===== src/design/tcc_pkg.sv =====
// Package of constants and types for the 8-bit timer/counter core
package tcc_pkg;
	// ************************************************************
	// Register offsets (APB byte addresses)
	// ************************************************************
	localparam logic [7:0] OFS_CTRL_A  = 8'h00;
	localparam logic [7:0] OFS_CTRL_B  = 8'h04;
	localparam logic [7:0] OFS_CTRL_C  = 8'h08;
	localparam logic [7:0] OFS_COUNT   = 8'h0c;
	localparam logic [7:0] OFS_CMP_A   = 8'h10;
	localparam logic [7:0] OFS_CMP_B   = 8'h14;
	localparam logic [7:0] OFS_MASK    = 8'h18;
	localparam logic [7:0] OFS_FLAG    = 8'h1c;

	// ************************************************************
	// Field positions
	// ************************************************************
	localparam int CA_WAVEFORM_MODE_SELECT   = 0;
	localparam int CA_WGM1   = 1;
	localparam int CA_COMB   = 4;
	localparam int CA_COMA   = 6;
	localparam int CB_CS     = 0;
	localparam int CB_WGM2   = 3;
	localparam int CC_FOCB   = 6;
	localparam int CC_FOCA   = 7;
	localparam int FL_OVF    = 0;
	localparam int FL_CMPA   = 1;
	localparam int FL_CMPB   = 2;

	// ************************************************************
	// Values
	// ************************************************************
	localparam logic [7:0] CNT_BOTTOM = 8'h00;
	localparam logic [7:0] CNT_MAX    = 8'hff;
	localparam logic [7:0] REG_RESET  = 8'h00;
	localparam logic [2:0] CS_STOP    = 3'h0;
	localparam logic [2:0] CS_DIV1    = 3'h1;
	localparam logic [2:0] CS_DIV8    = 3'h2;
	localparam logic [2:0] CS_DIV64   = 3'h3;
	localparam logic [2:0] CS_DIV256  = 3'h4;
	localparam logic [2:0] CS_DIV1024 = 3'h5;
	localparam logic [2:0] CS_EXT_FALL = 3'h6;
	localparam logic [1:0] COM_NONE   = 2'h0;
	localparam logic [1:0] COM_TOGGLE = 2'h1;
	localparam logic [1:0] COM_CLEAR  = 2'h2;
	localparam logic [1:0] COM_SET    = 2'h3;

	// Waveform modes
	localparam logic [2:0] WGM_NORMAL = 3'h0;
	localparam logic [2:0] WGM_PC_MAX = 3'h1;
	localparam logic [2:0] WGM_CTC    = 3'h2;
	localparam logic [2:0] WGM_FP_MAX = 3'h3;
	localparam logic [2:0] WGM_PC_OCA = 3'h5;
	localparam logic [2:0] WGM_FP_OCA = 3'h7;

	typedef enum logic [1:0] {
		TCC_UP,
		TCC_DOWN
	} tcc_dir_t;
endpackage : tcc_pkg


===== src/design/tcc_tick_gen.sv =====
// Timer tick source: prescaler and external count pin edge detect
`timescale 1ns/100ps
module tcc_tick_gen #(
	parameter int PRE_W = 10
) (
	// Clock and reset
	input  wire logic       clk_sys,
	input  wire logic       resetn,
	input  wire logic       clk_en,
	// Control
	input  wire logic [2:0] clock_source_select,
	input  wire logic       external_count_pin,
	// Tick
	output logic            timer_tick
);
	// ************************************************************
	// Prescaler and pin edge detect
	// ************************************************************
	logic [PRE_W-1:0] pre_r;
	logic             pin_d_r;
	wire              rise = external_count_pin & ~pin_d_r;
	wire              fall = ~external_count_pin & pin_d_r;
	wire              stop = (clock_source_select == tcc_pkg::CS_STOP);

	always_ff @(posedge clk_sys or negedge resetn)
	begin
		if (!resetn)
		begin
			pre_r   <= '0;
			pin_d_r <= 1'b0;
		end
		else if (clk_en)
		begin
			pre_r   <= stop ? '0 : pre_r + 1'b1;
			pin_d_r <= external_count_pin;
		end
	end

	// Prescaled wrap at 8, 64, 256, 1024
	wire w8    = (pre_r[2:0] == 3'h7);
	wire w64   = (pre_r[5:0] == 6'h3f);
	wire w256  = (pre_r[7:0] == 8'hff);
	wire w1024 = (pre_r[9:0] == 10'h3ff);

	always_comb
	begin
		case (clock_source_select)
			tcc_pkg::CS_STOP:     timer_tick = 1'b0;
			tcc_pkg::CS_DIV1:     timer_tick = 1'b1;
			tcc_pkg::CS_DIV8:     timer_tick = w8;
			tcc_pkg::CS_DIV64:    timer_tick = w64;
			tcc_pkg::CS_DIV256:   timer_tick = w256;
			tcc_pkg::CS_DIV1024:  timer_tick = w1024;
			tcc_pkg::CS_EXT_FALL: timer_tick = fall;
			default:              timer_tick = rise;
		endcase
	end
endmodule : tcc_tick_gen


===== src/design/tcc_cmp_unit.sv =====
// One output compare unit: buffer, match flag raise, output state
`timescale 1ns/100ps
module tcc_cmp_unit (
	// Clock and reset
	input  wire logic       clk_sys,
	input  wire logic       resetn,
	input  wire logic       clk_en,
	// CPU side
	input  wire logic       wr_val,
	input  wire logic [7:0] wdata,
	input  wire logic       force_compare_strobe,
	input  wire logic [1:0] compare_output_mode,
	// Counter side
	input  wire logic [7:0] count,
	input  wire logic       timer_tick,
	input  wire logic       block,
	input  wire logic       pwm,
	input  wire logic       fast,
	input  wire logic       load_pt,
	input  wire logic       at_bottom,
	input  wire logic       down,
	// Results
	output logic [7:0]      buf_val,
	output logic [7:0]      act_val,
	output logic            match_evt,
	output logic            out_state
);
	// ************************************************************
	// Buffer, active value, output state
	// ************************************************************
	logic [7:0] buf_r;
	logic [7:0] act_r;
	logic       oc_r;
	logic       oc_nxt;
	wire        eq     = (count == act_r);
	assign match_evt   = eq & timer_tick & ~block;
	assign buf_val     = buf_r;
	assign act_val     = act_r;
	assign out_state   = oc_r;

	always_comb
	begin
		oc_nxt = oc_r;
		if (!pwm)
		begin
			if (match_evt | force_compare_strobe)
			begin
				case (compare_output_mode)
					tcc_pkg::COM_TOGGLE: oc_nxt = ~oc_r;
					tcc_pkg::COM_CLEAR:  oc_nxt = 1'b0;
					tcc_pkg::COM_SET:    oc_nxt = 1'b1;
					default:             oc_nxt = oc_r;
				endcase
			end
		end
		else if (compare_output_mode[1])
		begin
			if (fast & at_bottom & timer_tick)
				oc_nxt = ~compare_output_mode[0];
			if (match_evt)
				oc_nxt = compare_output_mode[0] ^ (~fast & down);
		end
	end

	always_ff @(posedge clk_sys or negedge resetn)
	begin
		if (!resetn)
		begin
			buf_r <= tcc_pkg::REG_RESET;
			act_r <= tcc_pkg::REG_RESET;
			oc_r  <= 1'b0;
		end
		else if (clk_en)
		begin
			if (wr_val)
				buf_r <= wdata;
			if (!pwm)
				act_r <= wr_val ? wdata : buf_r;
			else if (load_pt & timer_tick)
				act_r <= buf_r;
			oc_r <= oc_nxt;
		end
	end
endmodule : tcc_cmp_unit


===== src/design/tcc_timer8.sv =====
// Top of the 8-bit timer/counter core with APB register access
//
// Added by the designer: the APB interface to the registers and the address map.
`timescale 1ns/100ps
module tcc_timer8 #(
	parameter int PRE_W = 10
) (
	// Clock, enable, reset
	input  wire logic        clk_sys,
	input  wire logic        resetn,
	input  wire logic        clk_en,
	// APB slave
	input  wire logic        psel,
	input  wire logic        penable,
	input  wire logic        pwrite,
	input  wire logic [7:0]  paddr,
	input  wire logic [31:0] pwdata,
	output logic             pready,
	output logic [31:0]      prdata,
	output logic             pslverr,
	// Interrupt service acknowledges
	input  wire logic        irq_ack_ovf,
	input  wire logic        irq_ack_cmpa,
	input  wire logic        irq_ack_cmpb,
	// Pins and requests
	input  wire logic        external_count_pin,
	output logic             compare_output_a,
	output logic             compare_output_b,
	output logic [2:0]       irq_req
);
	// ************************************************************
	// Registers
	// ************************************************************
	logic [7:0] ctrl_a_r;
	logic [3:0] ctrl_b_r;
	logic [7:0] timer_count_value_r;
	logic [7:0] count_nxt;
	logic [2:0] timer_mask_register_r;
	logic [2:0] timer_flag_register_r;
	logic [2:0] flag_nxt;
	tcc_pkg::tcc_dir_t dir_r;
	tcc_pkg::tcc_dir_t dir_nxt;
	logic       block_r;
	logic       pready_r;
	logic       pslverr_r;
	logic [31:0] prdata_r;
	logic       oca_r;
	logic       ocb_r;
	logic [2:0] irq_r;

	// ************************************************************
	// Bus decode
	// ************************************************************
	function automatic logic hit(input logic [7:0] a, input logic [7:0] o);
		hit = (a == o);
	endfunction : hit

	wire acc      = psel & penable & ~pready_r;
	wire wr       = acc & pwrite;
	wire rd       = acc & ~pwrite;
	wire wr_ca    = wr & hit(paddr, tcc_pkg::OFS_CTRL_A);
	wire wr_cb    = wr & hit(paddr, tcc_pkg::OFS_CTRL_B);
	wire wr_cc    = wr & hit(paddr, tcc_pkg::OFS_CTRL_C);
	wire wr_cnt   = wr & hit(paddr, tcc_pkg::OFS_COUNT);
	wire wr_oa    = wr & hit(paddr, tcc_pkg::OFS_CMP_A);
	wire wr_ob    = wr & hit(paddr, tcc_pkg::OFS_CMP_B);
	wire wr_msk   = wr & hit(paddr, tcc_pkg::OFS_MASK);
	wire wr_flg   = wr & hit(paddr, tcc_pkg::OFS_FLAG);
	wire mapped   = hit(paddr, tcc_pkg::OFS_CTRL_A)
		| hit(paddr, tcc_pkg::OFS_CTRL_B) | hit(paddr, tcc_pkg::OFS_CTRL_C)
		| hit(paddr, tcc_pkg::OFS_COUNT) | hit(paddr, tcc_pkg::OFS_CMP_A)
		| hit(paddr, tcc_pkg::OFS_CMP_B) | hit(paddr, tcc_pkg::OFS_MASK)
		| hit(paddr, tcc_pkg::OFS_FLAG);

	// ************************************************************
	// Mode decode
	// ************************************************************
	wire [2:0] waveform_mode_select = {ctrl_b_r[tcc_pkg::CB_WGM2],
		ctrl_a_r[tcc_pkg::CA_WGM1], ctrl_a_r[tcc_pkg::CA_WAVEFORM_MODE_SELECT]};
	wire [2:0] clock_source_select  = ctrl_b_r[tcc_pkg::CB_CS +: 3];
	wire [1:0] com_a = ctrl_a_r[tcc_pkg::CA_COMA +: 2];
	wire [1:0] com_b = ctrl_a_r[tcc_pkg::CA_COMB +: 2];
	wire ctc   = (waveform_mode_select == tcc_pkg::WGM_CTC);
	wire fast  = (waveform_mode_select == tcc_pkg::WGM_FP_MAX)
		| (waveform_mode_select == tcc_pkg::WGM_FP_OCA);
	wire pc    = (waveform_mode_select == tcc_pkg::WGM_PC_MAX)
		| (waveform_mode_select == tcc_pkg::WGM_PC_OCA);
	wire pwm   = fast | pc;
	wire top_a = (waveform_mode_select == tcc_pkg::WGM_FP_OCA)
		| (waveform_mode_select == tcc_pkg::WGM_PC_OCA);

	// ************************************************************
	// Counter unit
	// ************************************************************
	logic       timer_tick;
	logic [7:0] act_a;
	logic [7:0] act_b;
	logic [7:0] buf_a;
	logic [7:0] buf_b;
	logic       match_a;
	logic       match_b;
	logic       st_a;
	logic       st_b;
	wire at_bottom = (timer_count_value_r == tcc_pkg::CNT_BOTTOM);
	wire at_max    = (timer_count_value_r == tcc_pkg::CNT_MAX);
	wire [7:0] top_val = (top_a | ctc) ? act_a : tcc_pkg::CNT_MAX;
	wire at_top    = (timer_count_value_r == top_val);
	wire is_down   = (dir_r == tcc_pkg::TCC_DOWN);
	wire load_pt   = fast ? at_top : at_top;
	wire [7:0] inc = timer_count_value_r + 8'h01;
	wire [7:0] dec = timer_count_value_r - 8'h01;

	always_comb
	begin
		count_nxt = timer_count_value_r;
		dir_nxt   = dir_r;
		if (timer_tick)
		begin
			if (pc)
			begin
				if (at_top & ~is_down)
					dir_nxt = tcc_pkg::TCC_DOWN;
				else if (at_bottom & is_down)
					dir_nxt = tcc_pkg::TCC_UP;
				count_nxt = (dir_nxt == tcc_pkg::TCC_DOWN) ? dec : inc;
			end
			else if ((ctc | fast) & at_top)
			begin
				count_nxt = tcc_pkg::CNT_BOTTOM;
				dir_nxt   = tcc_pkg::TCC_UP;
			end
			else
			begin
				count_nxt = inc;
				dir_nxt   = tcc_pkg::TCC_UP;
			end
		end
		if (wr_cnt)
			count_nxt = pwdata[7:0];
	end

	// Overflow at count maximum, at top in fast PWM with top at compare A, or at bottom in phase correct
	wire ovf_evt = timer_tick & (pc ? (at_bottom & is_down)
		: (fast & top_a) ? at_top : at_max);

	always_comb
	begin
		flag_nxt = timer_flag_register_r;
		if (wr_flg)
			flag_nxt = flag_nxt & ~pwdata[2:0];
		if (irq_ack_ovf)
			flag_nxt[tcc_pkg::FL_OVF] = 1'b0;
		if (irq_ack_cmpa)
			flag_nxt[tcc_pkg::FL_CMPA] = 1'b0;
		if (irq_ack_cmpb)
			flag_nxt[tcc_pkg::FL_CMPB] = 1'b0;
		if (ovf_evt)
			flag_nxt[tcc_pkg::FL_OVF] = 1'b1;
		if (match_a)
			flag_nxt[tcc_pkg::FL_CMPA] = 1'b1;
		if (match_b)
			flag_nxt[tcc_pkg::FL_CMPB] = 1'b1;
	end

	// ************************************************************
	// Read mux
	// ************************************************************
	wire [7:0] rd_byte =
		hit(paddr, tcc_pkg::OFS_CTRL_A) ? ctrl_a_r :
		hit(paddr, tcc_pkg::OFS_CTRL_B) ? {4'h0, ctrl_b_r} :
		hit(paddr, tcc_pkg::OFS_COUNT)  ? timer_count_value_r :
		hit(paddr, tcc_pkg::OFS_CMP_A)  ? (pwm ? buf_a : act_a) :
		hit(paddr, tcc_pkg::OFS_CMP_B)  ? (pwm ? buf_b : act_b) :
		hit(paddr, tcc_pkg::OFS_MASK)   ? {5'h00, timer_mask_register_r} :
		hit(paddr, tcc_pkg::OFS_FLAG)   ? {5'h00, timer_flag_register_r} :
		8'h00;

	// ************************************************************
	// Sequential state
	// ************************************************************
	// APB response
	always_ff @(posedge clk_sys or negedge resetn)
	begin
		if (!resetn)
		begin
			pready_r  <= 1'b0;
			pslverr_r <= 1'b0;
			prdata_r  <= 32'h0000_0000;
		end
		else if (clk_en)
		begin
			pready_r  <= acc;
			pslverr_r <= acc & ~mapped;
			if (rd)
				prdata_r <= {24'h00_0000, rd_byte};
		end
	end

	// Control and mask registers
	always_ff @(posedge clk_sys or negedge resetn)
	begin
		if (!resetn)
		begin
			ctrl_a_r              <= tcc_pkg::REG_RESET;
			ctrl_b_r              <= 4'h0;
			timer_mask_register_r <= 3'h0;
		end
		else if (clk_en)
		begin
			if (wr_ca)
				ctrl_a_r <= pwdata[7:0];
			if (wr_cb)
				ctrl_b_r <= pwdata[3:0];
			if (wr_msk)
				timer_mask_register_r <= pwdata[2:0];
		end
	end

	// Counter, direction and match blocking
	always_ff @(posedge clk_sys or negedge resetn)
	begin
		if (!resetn)
		begin
			timer_count_value_r <= tcc_pkg::REG_RESET;
			dir_r               <= tcc_pkg::TCC_UP;
			block_r             <= 1'b0;
		end
		else if (clk_en)
		begin
			timer_count_value_r <= count_nxt;
			dir_r               <= dir_nxt;
			if (wr_cnt)
				block_r <= 1'b1;
			else if (timer_tick)
				block_r <= 1'b0;
		end
	end

	// Flags, requests and compare outputs
	always_ff @(posedge clk_sys or negedge resetn)
	begin
		if (!resetn)
		begin
			timer_flag_register_r <= 3'h0;
			irq_r                 <= 3'h0;
			oca_r                 <= 1'b0;
			ocb_r                 <= 1'b0;
		end
		else if (clk_en)
		begin
			timer_flag_register_r <= flag_nxt;
			irq_r <= flag_nxt & timer_mask_register_r;
			oca_r                 <= st_a;
			ocb_r                 <= st_b;
		end
	end

	assign pready           = pready_r;
	assign pslverr          = pslverr_r;
	assign prdata           = prdata_r;
	assign compare_output_a = oca_r;
	assign compare_output_b = ocb_r;
	assign irq_req          = irq_r;

	// ************************************************************
	// Sub units
	// ************************************************************
	tcc_tick_gen #(.PRE_W(PRE_W)) u_tick (
		.clk_sys             (clk_sys),
		.resetn              (resetn),
		.clk_en              (clk_en),
		.clock_source_select (clock_source_select),
		.external_count_pin  (external_count_pin),
		.timer_tick          (timer_tick)
	);

	tcc_cmp_unit u_cmp_a (
		.clk_sys              (clk_sys),
		.resetn               (resetn),
		.clk_en               (clk_en),
		.wr_val               (wr_oa),
		.wdata                (pwdata[7:0]),
		.force_compare_strobe (wr_cc & pwdata[tcc_pkg::CC_FOCA] & ~pwm),
		.compare_output_mode  (com_a),
		.count                (timer_count_value_r),
		.timer_tick           (timer_tick),
		.block                (block_r),
		.pwm                  (pwm),
		.fast                 (fast),
		.load_pt              (load_pt),
		.at_bottom            (at_bottom),
		.down                 (is_down),
		.buf_val              (buf_a),
		.act_val              (act_a),
		.match_evt            (match_a),
		.out_state            (st_a)
	);

	tcc_cmp_unit u_cmp_b (
		.clk_sys              (clk_sys),
		.resetn               (resetn),
		.clk_en               (clk_en),
		.wr_val               (wr_ob),
		.wdata                (pwdata[7:0]),
		.force_compare_strobe (wr_cc & pwdata[tcc_pkg::CC_FOCB] & ~pwm),
		.compare_output_mode  (com_b),
		.count                (timer_count_value_r),
		.timer_tick           (timer_tick),
		.block                (block_r),
		.pwm                  (pwm),
		.fast                 (fast),
		.load_pt              (load_pt),
		.at_bottom            (at_bottom),
		.down                 (is_down),
		.buf_val              (buf_b),
		.act_val              (act_b),
		.match_evt            (match_b),
		.out_state            (st_b)
	);
endmodule : tcc_timer8


===== config.mk =====
export PLATFORM = sky130hd
export DESIGN_NAME = tcc_timer8
export DESIGN_NICKNAME = d
export VERILOG_FILES = /design/src/design/tcc_pkg.sv /design/src/design/tcc_tick_gen.sv /design/src/design/tcc_cmp_unit.sv /design/src/design/tcc_timer8.sv
export SDC_FILE = /design/constraint.sdc
export NUM_CORES = 1
export LEC_CHECK = 0
export ABC_AREA = 1
export BUFFER_PORTS_ARGS = -buffer_cell sky130_fd_sc_hd__buf_2
export CORE_MARGIN = 2
export CORE_UTILIZATION = 30
export CTS_BUF_LIST = sky130_fd_sc_hd__clkbuf_8
export CTS_CLUSTER_DIAMETER = 40
export DETAILED_ROUTE_END_ITERATION = 8
export PLACE_DENSITY = 0.56
export SLEW_MARGIN = 5
export SYNTH_ARGS = -nofsm -noshare
export SYNTH_HDL_FRONTEND = slang
export SYNTH_SLANG_ARGS = --single-unit

===== constraint.sdc =====
create_clock -name clk_sys -period 5.15 [get_ports clk_sys]
set_input_delay 1.545 -clock clk_sys [delete_from_list [all_inputs] [get_ports clk_sys]]
set_output_delay 1.545 -clock clk_sys [all_outputs]
set_load 0.05 [all_outputs]

==> results of run 1 <==
[per-stage QoR]
step	worst slack (ps)	power (mW)
floorplan	2260	0.942
global placement	1640	0.999
detailed placement	1600	0.999
CTS	2010	1.47
global route	1710	1.53
finish	1980	1.45
[power by group through the flow]
stage,Combinational (mW),Clock [mW],Sequential (mW)
finish,0.238,0.468,0.746
global route,0.261,0.516,0.750
floorplan,0.149,0,0.793
global placement,0.238,0,0.761
CTS,0.240,0.486,0.746
detailed placement,0.239,0,0.760
[worst paths after layout]
path	end	slack (ps)	cells after the start
max	u_cmp_a.act_val[0]$_DFFE_PN0P_	1980	11
min	compare_output_b$_DFFE_PN0P_	480	2
max reg2reg	timer_flag_register_r[0]$_DFFE_PN0P_	2540	9
min reg2reg	compare_output_b$_DFFE_PN0P_	480	2
max in group asynchronous	prdata[1]$_DFFE_PN0P_	3030	2
min in group asynchronous	timer_mask_register_r[2]$_DFFE_PN0P_	1280	1
[kinds of logic (layout without fill, tap and decap cells)]
family | Yosys count | after routing
buffers and inverters | 142 | 153
AND/OR/NAND/NOR | 375 | 375
flip-flops | 89 | 89
AO/OA/AOI/OAI | 178 | 178
XOR/XNOR | 16 | 16
adder cells (fa/ha/maj) | 6 | 6
other | 1 | 24
[tightest hold or removal path, cell delays in order (launching register included)]
cell	delay, ps
dfrtp_1	350
nand2_1	50
nand2_1	50
[sequential cells by signal, indices dropped and copies added (netlist names), 4 cells and up]
signal,flops
u_cmp_a.buf_val,8
u_cmp_b.act_val,8
ctrl_a_r,8
prdata,8
ctrl_b_r,4
u_cmp_a.act_val,8
u_tick.pre_r,10
u_cmp_b.buf_val,8
timer_count_value_r,8
[metal layers]
metal | vias up | GRT usage
met5 | - | 0
met4 | 0 | 0.0469
met3 | 10 | 0.0293
met2 | 163 | 0.251
met1 | 2448 | 0.246
li1 | 2626 | -
[placed cells by master (no fill, tap or decap), drive strengths merged]
cell type,instances
or2,3
nand2,219
nand4,9
a22o,1
o21ai,111
a31o,1
o22ai,2
a21oi,43
o211a,1
xor2,13
xnor2,3
a31oi,2
nand3,45
a41oi,1
o21bai,1
and3,2
conb,24
buf,45
o2111ai,2
nor3,10
clkinvlp,2
o221ai,1
clkinv,1
nand3b,3
o211ai,5
clkbuf,11
o21a,3
nor2,81
a22oi,1
ha,6
dfrtp,89
nor3b,3
inv,94
o311ai,1
a211oi,2
[layout make-up]
cell class,count,area (sq um),share of cell area
Clock buffer,11,151,0.0243
Clock inverter,5,31.3,0.00503
Inverter,92,345,0.0555
Multi-Input combinational cell,599,2930,0.471
Sequential cell,89,2230,0.358
Tap cell,234,293,0.0471
Timing Repair Buffer,45,240,0.0386
==> impl_metrics.csv, run 1 <==
group,metric,value,unit
status,status,"complete, no violations",
clock_network,cts_buffers,9,
route,met2_wirelength,7220,um
die,core_area,0.0188,sq mm
route,dr_wl_met3,883,um
critical_path,crit_top_cell,"nand2_1",
cells_and_area,final_nets,892,
timing,holdWs,476,ps
route,wl_per_cell,15.1,um
logic_synthesis,synth_cells,807,
global_routing,grt_pass1_vias,4976,
critical_path,critPathBufInv,3,
logic_synthesis,synth-compound-area-share,0.177,
critical_path,reg2reg_from,"ctrl_a_r[0]$_DFFE_PN0P_",
route,drt_iter0_markers,417,
logic_synthesis,synthAdderAreaFrac,0.0130,
critical_path,path_cells,"buf_2, nor2_1, nand3_1, inv_1, nand2_1, inv_2, nand2_1, a21oi_1, o21ai_0, nand2_1, o21ai_0",
logic_synthesis,synth-seq-cells,89,
place,place_congestion,0.909,
die,rows,50,
die,start_util,0.307,
critical_path,crit_family,"simple AND/OR/NAND/NOR gates",
timing,hold_viol,0,
critical_path,max_stage_delay,370,ps
critical_path,worstSetupPathType,"in -> reg",
cells_and_area,synthToLayoutAreaGrowth,7.97,%
logic_synthesis,synthXorXnorAreaFrac,0.0243,
power_and_ir_drop,powerDensity,233,mW/mm^2
logic_synthesis,synth_edf_count,0,
worst_hold_path,min_path_type,"reg -> reg",
global_routing,grt_pass1_wl,26500,um
logic_synthesis,synthFlopType,"dfrtp_1",
die,ios,89,
logic_synthesis,async_flop_share,1.00,
power_and_ir_drop,pwr-share-comb,0.164,
clock_network,cts_root_buf,"clkbuf_8",
critical_path,cp.required,5370,ps
route,drc,0,
clock_network,cts_setup_buffers,0,
timing,layout_min_cycle_time,3170,ps
global_routing,gr-usage-all-layers,0.167,
clock_network,htreeDepth,3,
power_and_ir_drop,power.internal,0.976,mW
timing,slew_headroom,0.323,
die,dieArea,0.0203,sq mm
critical_path,startpoint,"paddr[5]",
die,die-width,143,um
clock_network,clk_pin_slew_worst_paths,90,ps
worst_hold_path,worstHoldStart,"compare_output_b$_DFFE_PN0P_",
logic_synthesis,ys_types,51,
power_and_ir_drop,p_leak,2.93,nW
timing,fin_setup_tns,0,ps
logic_synthesis,yosys.area.top_type_share,0.387,
clock_network,cts_resized,0,
global_routing,antenna_found_initial,0,
place,place_inst,1059,
flow_run,cap_violations,0,
route,met1_length,7970,um
critical_path,cp.arrival,3390,ps
logic_synthesis,syn-cell-area,0.00576,sq mm
global_routing,grt_max_degree,66,
logic_synthesis,synth_top_family_by_area,"simple AND/OR/NAND/NOR gates",
critical_path,critPathLaunchType,"primary input",
logic_synthesis,yosysWarnings,0,
timing,slew_viol_final,0,
cells_and_area,n_antenna_cell,0,
logic_synthesis,yosysSeqAreaShare,0.387,
clock_network,clock_latency,370,ps
route,drtPass1Iterations,5,
place,hpwl,12000,um
logic_synthesis,yosys-mux-area-fraction,0,
logic_synthesis,synth_area_leader_cell,"dfrtp_1",
cells_and_area,drive_gt1_frac,0.124,
power_and_ir_drop,pwr-share-clk,0.322,
route,ant_nets,0,
clock_network,cts_tree,"done",
timing,period_share,0.616,
logic_synthesis,synth_area_per_cell,7.14,sq um
clock_network,clock-sinks,89,
global_routing,grt_overflow,0,
logic_synthesis,synthTopCellsByCount,"216 x nand2_1, 94 x o21ai_0, 89 x dfrtp_1",
logic_synthesis,synth.most_common_cell,"nand2_1",
die,dieHeight,143,um
place,port_buffers,40,
route,top_layer_used,"met4",
timing,setup_viol,0,
cells_and_area,stdcell_count,1075,
logic_synthesis,ys_top_cells_by_area,"dfrtp_1 39%, nand2_1 14%, o21ai_0 8.2%, inv_1 5.2%, nor2_1 4.7%",
route,viasPerCell,4.88,
timing,clock-skew-final,9.05,ps
timing,worst_pin_slew,1010,ps
clock_network,ctsHoldBuffers,0,
critical_path,slowest_stage,"nand2_1",
cells_and_area,fin_area,0.00622,sq mm
cells_and_area,fill_cells,2048,
power_and_ir_drop,switching_share,0.328,
critical_path,endpoint_kind,"flip-flop",
timing,grt_setup_unrepaired,"no",
power_and_ir_drop,p_sw,0.476,mW
power_and_ir_drop,irDropWorstVdd,96.1,uV
critical_path,worstPathMaxFanout,16,
cells_and_area,final_core_util,0.331,
logic_synthesis,yosys.area_share.simple,0.279,
route,routed_wl,16300,um
power_and_ir_drop,seqPwrFrac,0.514,
clock_network,clock_path_buffers,2,
place,placed_cell_area,0.00604,sq mm
timing,max_freq,315,MHz
route,vias,5247,
No activity file was read; power rests on OpenSTA's default activity.
==> run 2: changes to the inputs <==
Settings changed: ABC_AREA 1 to 0.
Clock period 5.15 ns to 3 ns, I/O delays scaled along.
==> run 2 against run 1 <==
Non-clock buffer count grew 40; power grew 60%; critical path type is now reg -> reg; first-iteration DRC count shrank 22%; via count shrank 8.9%; hold slack lost 60 ps; die area grew 0.91%.
==> impl_metrics.csv, run 2 <==
group,metric,value,unit
critical_path,cp.required,3290,ps
route,wl_per_cell,17.4,um
die,rows,50,
critical_path,endpoint_kind,"flip-flop",
clock_network,clock_latency,380,ps
timing,max_freq,353,MHz
cells_and_area,regMostFlops,"u_tick.pre_r",
logic_synthesis,synth_area_per_cell,9.41,sq um
global_routing,antenna_found_initial,0,
power_and_ir_drop,seqPwrFrac,0.531,
cells_and_area,final_nets,734,
global_routing,gr-usage-all-layers,0.165,
global_routing,grt_pass1_vias,4461,
worst_hold_path,min_path_type,"in -> async",
power_and_ir_drop,power.internal,1.66,mW
logic_synthesis,synth.most_common_cell,"dfrtp_1",
route,vias,4781,
logic_synthesis,synthFlopType,"dfrtp_1",
route,ant_nets,0,
clock_network,cts_buffers,9,
clock_network,clock-sinks,89,
timing,clock-skew-final,12.1,ps
die,start_util,0.308,
place,port_buffers,40,
place,place_congestion,0.838,
logic_synthesis,yosysWarnings,0,
cells_and_area,final_common_cell,"dfrtp_1",
route,drtPass1Iterations,5,
power_and_ir_drop,p_leak,2.98,nW
logic_synthesis,ys_top_cells_by_area,"dfrtp_1 38%, mux2_2 10%, mux2i_1 5.2%, nand2_1 3.3%, o21ai_0 3.1%",
timing,setup_viol,0,
place,hpwl,12000,um
timing,slew_viol_final,0,
logic_synthesis,async_flop_share,1.00,
timing,holdWs,416,ps
logic_synthesis,yosys.area.top_type_share,0.383,
die,core_area,0.0189,sq mm
timing,period_share,0.945,
cells_and_area,final_cell_mix,"89 x dfrtp_1, 54 x mux2_2, 51 x nand2_1",
die,die-width,143,um
clock_network,clock_path_buffers,2,
route,drt_iter0_markers,327,
power_and_ir_drop,switching_share,0.283,
clock_network,ctsHoldBuffers,0,
cells_and_area,largest_reg_flops,10,
timing,layout_min_cycle_time,2840,ps
route,drc,0,
die,ios,89,
global_routing,grt_pass1_wl,25800,um
logic_synthesis,synth-seq-cells,89,
timing,worst_pin_slew,549,ps
timing,slew_headroom,0.625,
critical_path,worstPathMaxFanout,13,
status,status,"complete, no violations",
critical_path,worstSetupPathType,"reg -> reg",
power_and_ir_drop,p_sw,0.656,mW
power_and_ir_drop,powerDensity,349,mW/mm^2
clock_network,htreeDepth,3,
logic_synthesis,synth_cells,618,
power_and_ir_drop,pwr-share-comb,0.123,
cells_and_area,synthToLayoutAreaGrowth,14.3,%
clock_network,cts_root_buf,"clkbuf_8",
cells_and_area,fill_cells,1988,
logic_synthesis,ys_types,71,
route,routed_wl,16300,um
die,dieArea,0.0205,sq mm
clock_network,clk_pin_slew_worst_paths,90,ps
cells_and_area,seqCellArea,0.00223,sq mm
global_routing,grt_overflow,0,
cells_and_area,n_antenna_cell,0,
critical_path,critPathLaunchType,"flip-flop",
timing,fin_setup_tns,0,ps
die,dieHeight,143,um
power_and_ir_drop,irDropWorstVdd,171,uV
critical_path,cp.arrival,3130,ps
clock_network,cts_tree,"done",
power_and_ir_drop,pwr-share-clk,0.346,
logic_synthesis,yosysSeqAreaShare,0.383,
cells_and_area,multi_input_area,0.00323,sq mm
cells_and_area,drive_gt1_frac,0.247,
logic_synthesis,synth_edf_count,0,
timing,hold_viol,0,
logic_synthesis,syn-cell-area,0.00582,sq mm
route,viasPerCell,5.08,
logic_synthesis,synthTopCellsByCount,"89 x dfrtp_1, 54 x mux2_2, 51 x nand2_1",
logic_synthesis,synth_area_leader_cell,"dfrtp_1",
timing,grt_setup_unrepaired,"no",
global_routing,grt_max_degree,46,
flow_run,cap_violations,0,
-- run 2: changes by cell type in the layout (fill, tap and decap cells not counted), moves of 30 or more --
cell / previous run / this run
nor2_1: 72 / 37
mux2_2: 0 / 54
nand2_1: 216 / 51
mux2i_1: 0 / 30
o21ai_0: 94 / 36
buf_4: 6 / 44
inv_1: 82 / 33
-- run 2: power by group through the flow --
stage          Combinational [mW]  Sequential, mW  Clock, mW
2_1_floorplan               0.191            1.26          0
3_3_place_gp                0.285            1.25          0
3_5_place_dp                0.286            1.25          0
4_1_cts                     0.287            1.23      0.831
5_1_grt                     0.312            1.23      0.878
6_report                    0.286            1.23      0.801
-- run 2: path summary, 6_finish.rpt --
kind	start	endpoint	slack, ps	cells past startpoint
max in group asynchronous	resetn	u_cmp_b.buf_val[2]$_DFFE_PN0P_	1980	2
setup / recovery	timer_count_value_r[0]$_DFFE_PN0P_	timer_count_value_r[7]$_DFFE_PN0P_	160	9
min in group clk_sys	prdata[0]$_DFFE_PN0P_	prdata[0]$_DFFE_PN0P_	480	2
setup reg to reg	timer_count_value_r[0]$_DFFE_PN0P_	timer_count_value_r[7]$_DFFE_PN0P_	160	9
hold reg to reg	prdata[0]$_DFFE_PN0P_	prdata[0]$_DFFE_PN0P_	480	2
hold / removal	resetn	u_tick.pre_r[5]$_DFFE_PN0P_	420	1
-- run 2: what timing repair did --
action,4_1_cts,5_1_grt
gates resized for setup,0,1
endpoints found under the setup margin,0,3
setup buffers,0,4
-- run 2: worst max-delay path, cell delays in order, from the launching register on --
cell      delay, ps
dfrtp_1         350
buf_4           200
nand4_2         140
or3_1           380
a2111o_1        540
o31a_4          440
buf_4           170
o41ai_2         260
o22ai_1         110
o211ai_1        180
-- run 2: layout make-up --
cell class | instances | area share
clock buffers | 9 | 0.0186
clock inverters | 5 | 0.00772
inverters | 32 | 0.0181
multi-input cells | 461 | 0.486
flip-flops and latches | 89 | 0.335
well taps | 260 | 0.0489
repair buffers | 85 | 0.0851
-- run 2: kinds of logic (layout without fill, tap and decap cells) --
group                    count (synthesis)  in the layout  synth area share
AO/OA/AOI/OAI                          144            144             0.174
XOR/XNOR                                12             12            0.0181
adder cells (fa/ha/maj)                  6              6            0.0129
buffers and inverters                   91            131            0.0772
flip-flops                              89             89             0.383
multiplexers                            90             90             0.174
other                                    1             24          0.000645
AND/OR/NAND/NOR                        185            185             0.160
-- run 2: metal layers --
| layer | wire, um | GRT usage | vias up |
|---|---|---|---|
| li1 | - | - | 2326 |
| met1 | 8280 | 0.250 | 2318 |
| met2 | 7000 | 0.240 | 121 |
| met3 | 772 | 0.0332 | 16 |
| met4 | 292 | 0.0372 | 0 |
| met5 | 0 | 0 | - |
-- run 2: metrics by stage --
step | total power, mW | instance area [sq um] | setup slack, ps | cells | utilization
floorplan | 1.45 | 5900 | 74.4 | 641 | -
global placement | 1.54 | 6430 | 168 | 923 | 0.341
detailed placement | 1.54 | 6430 | 142 | 923 | 0.341
CTS | 2.35 | 6610 | 140 | 937 | 0.350
global route | 2.42 | 6650 | 18.8 | 941 | 0.352
finish | 2.32 | 6650 | 164 | 941 | 0.352
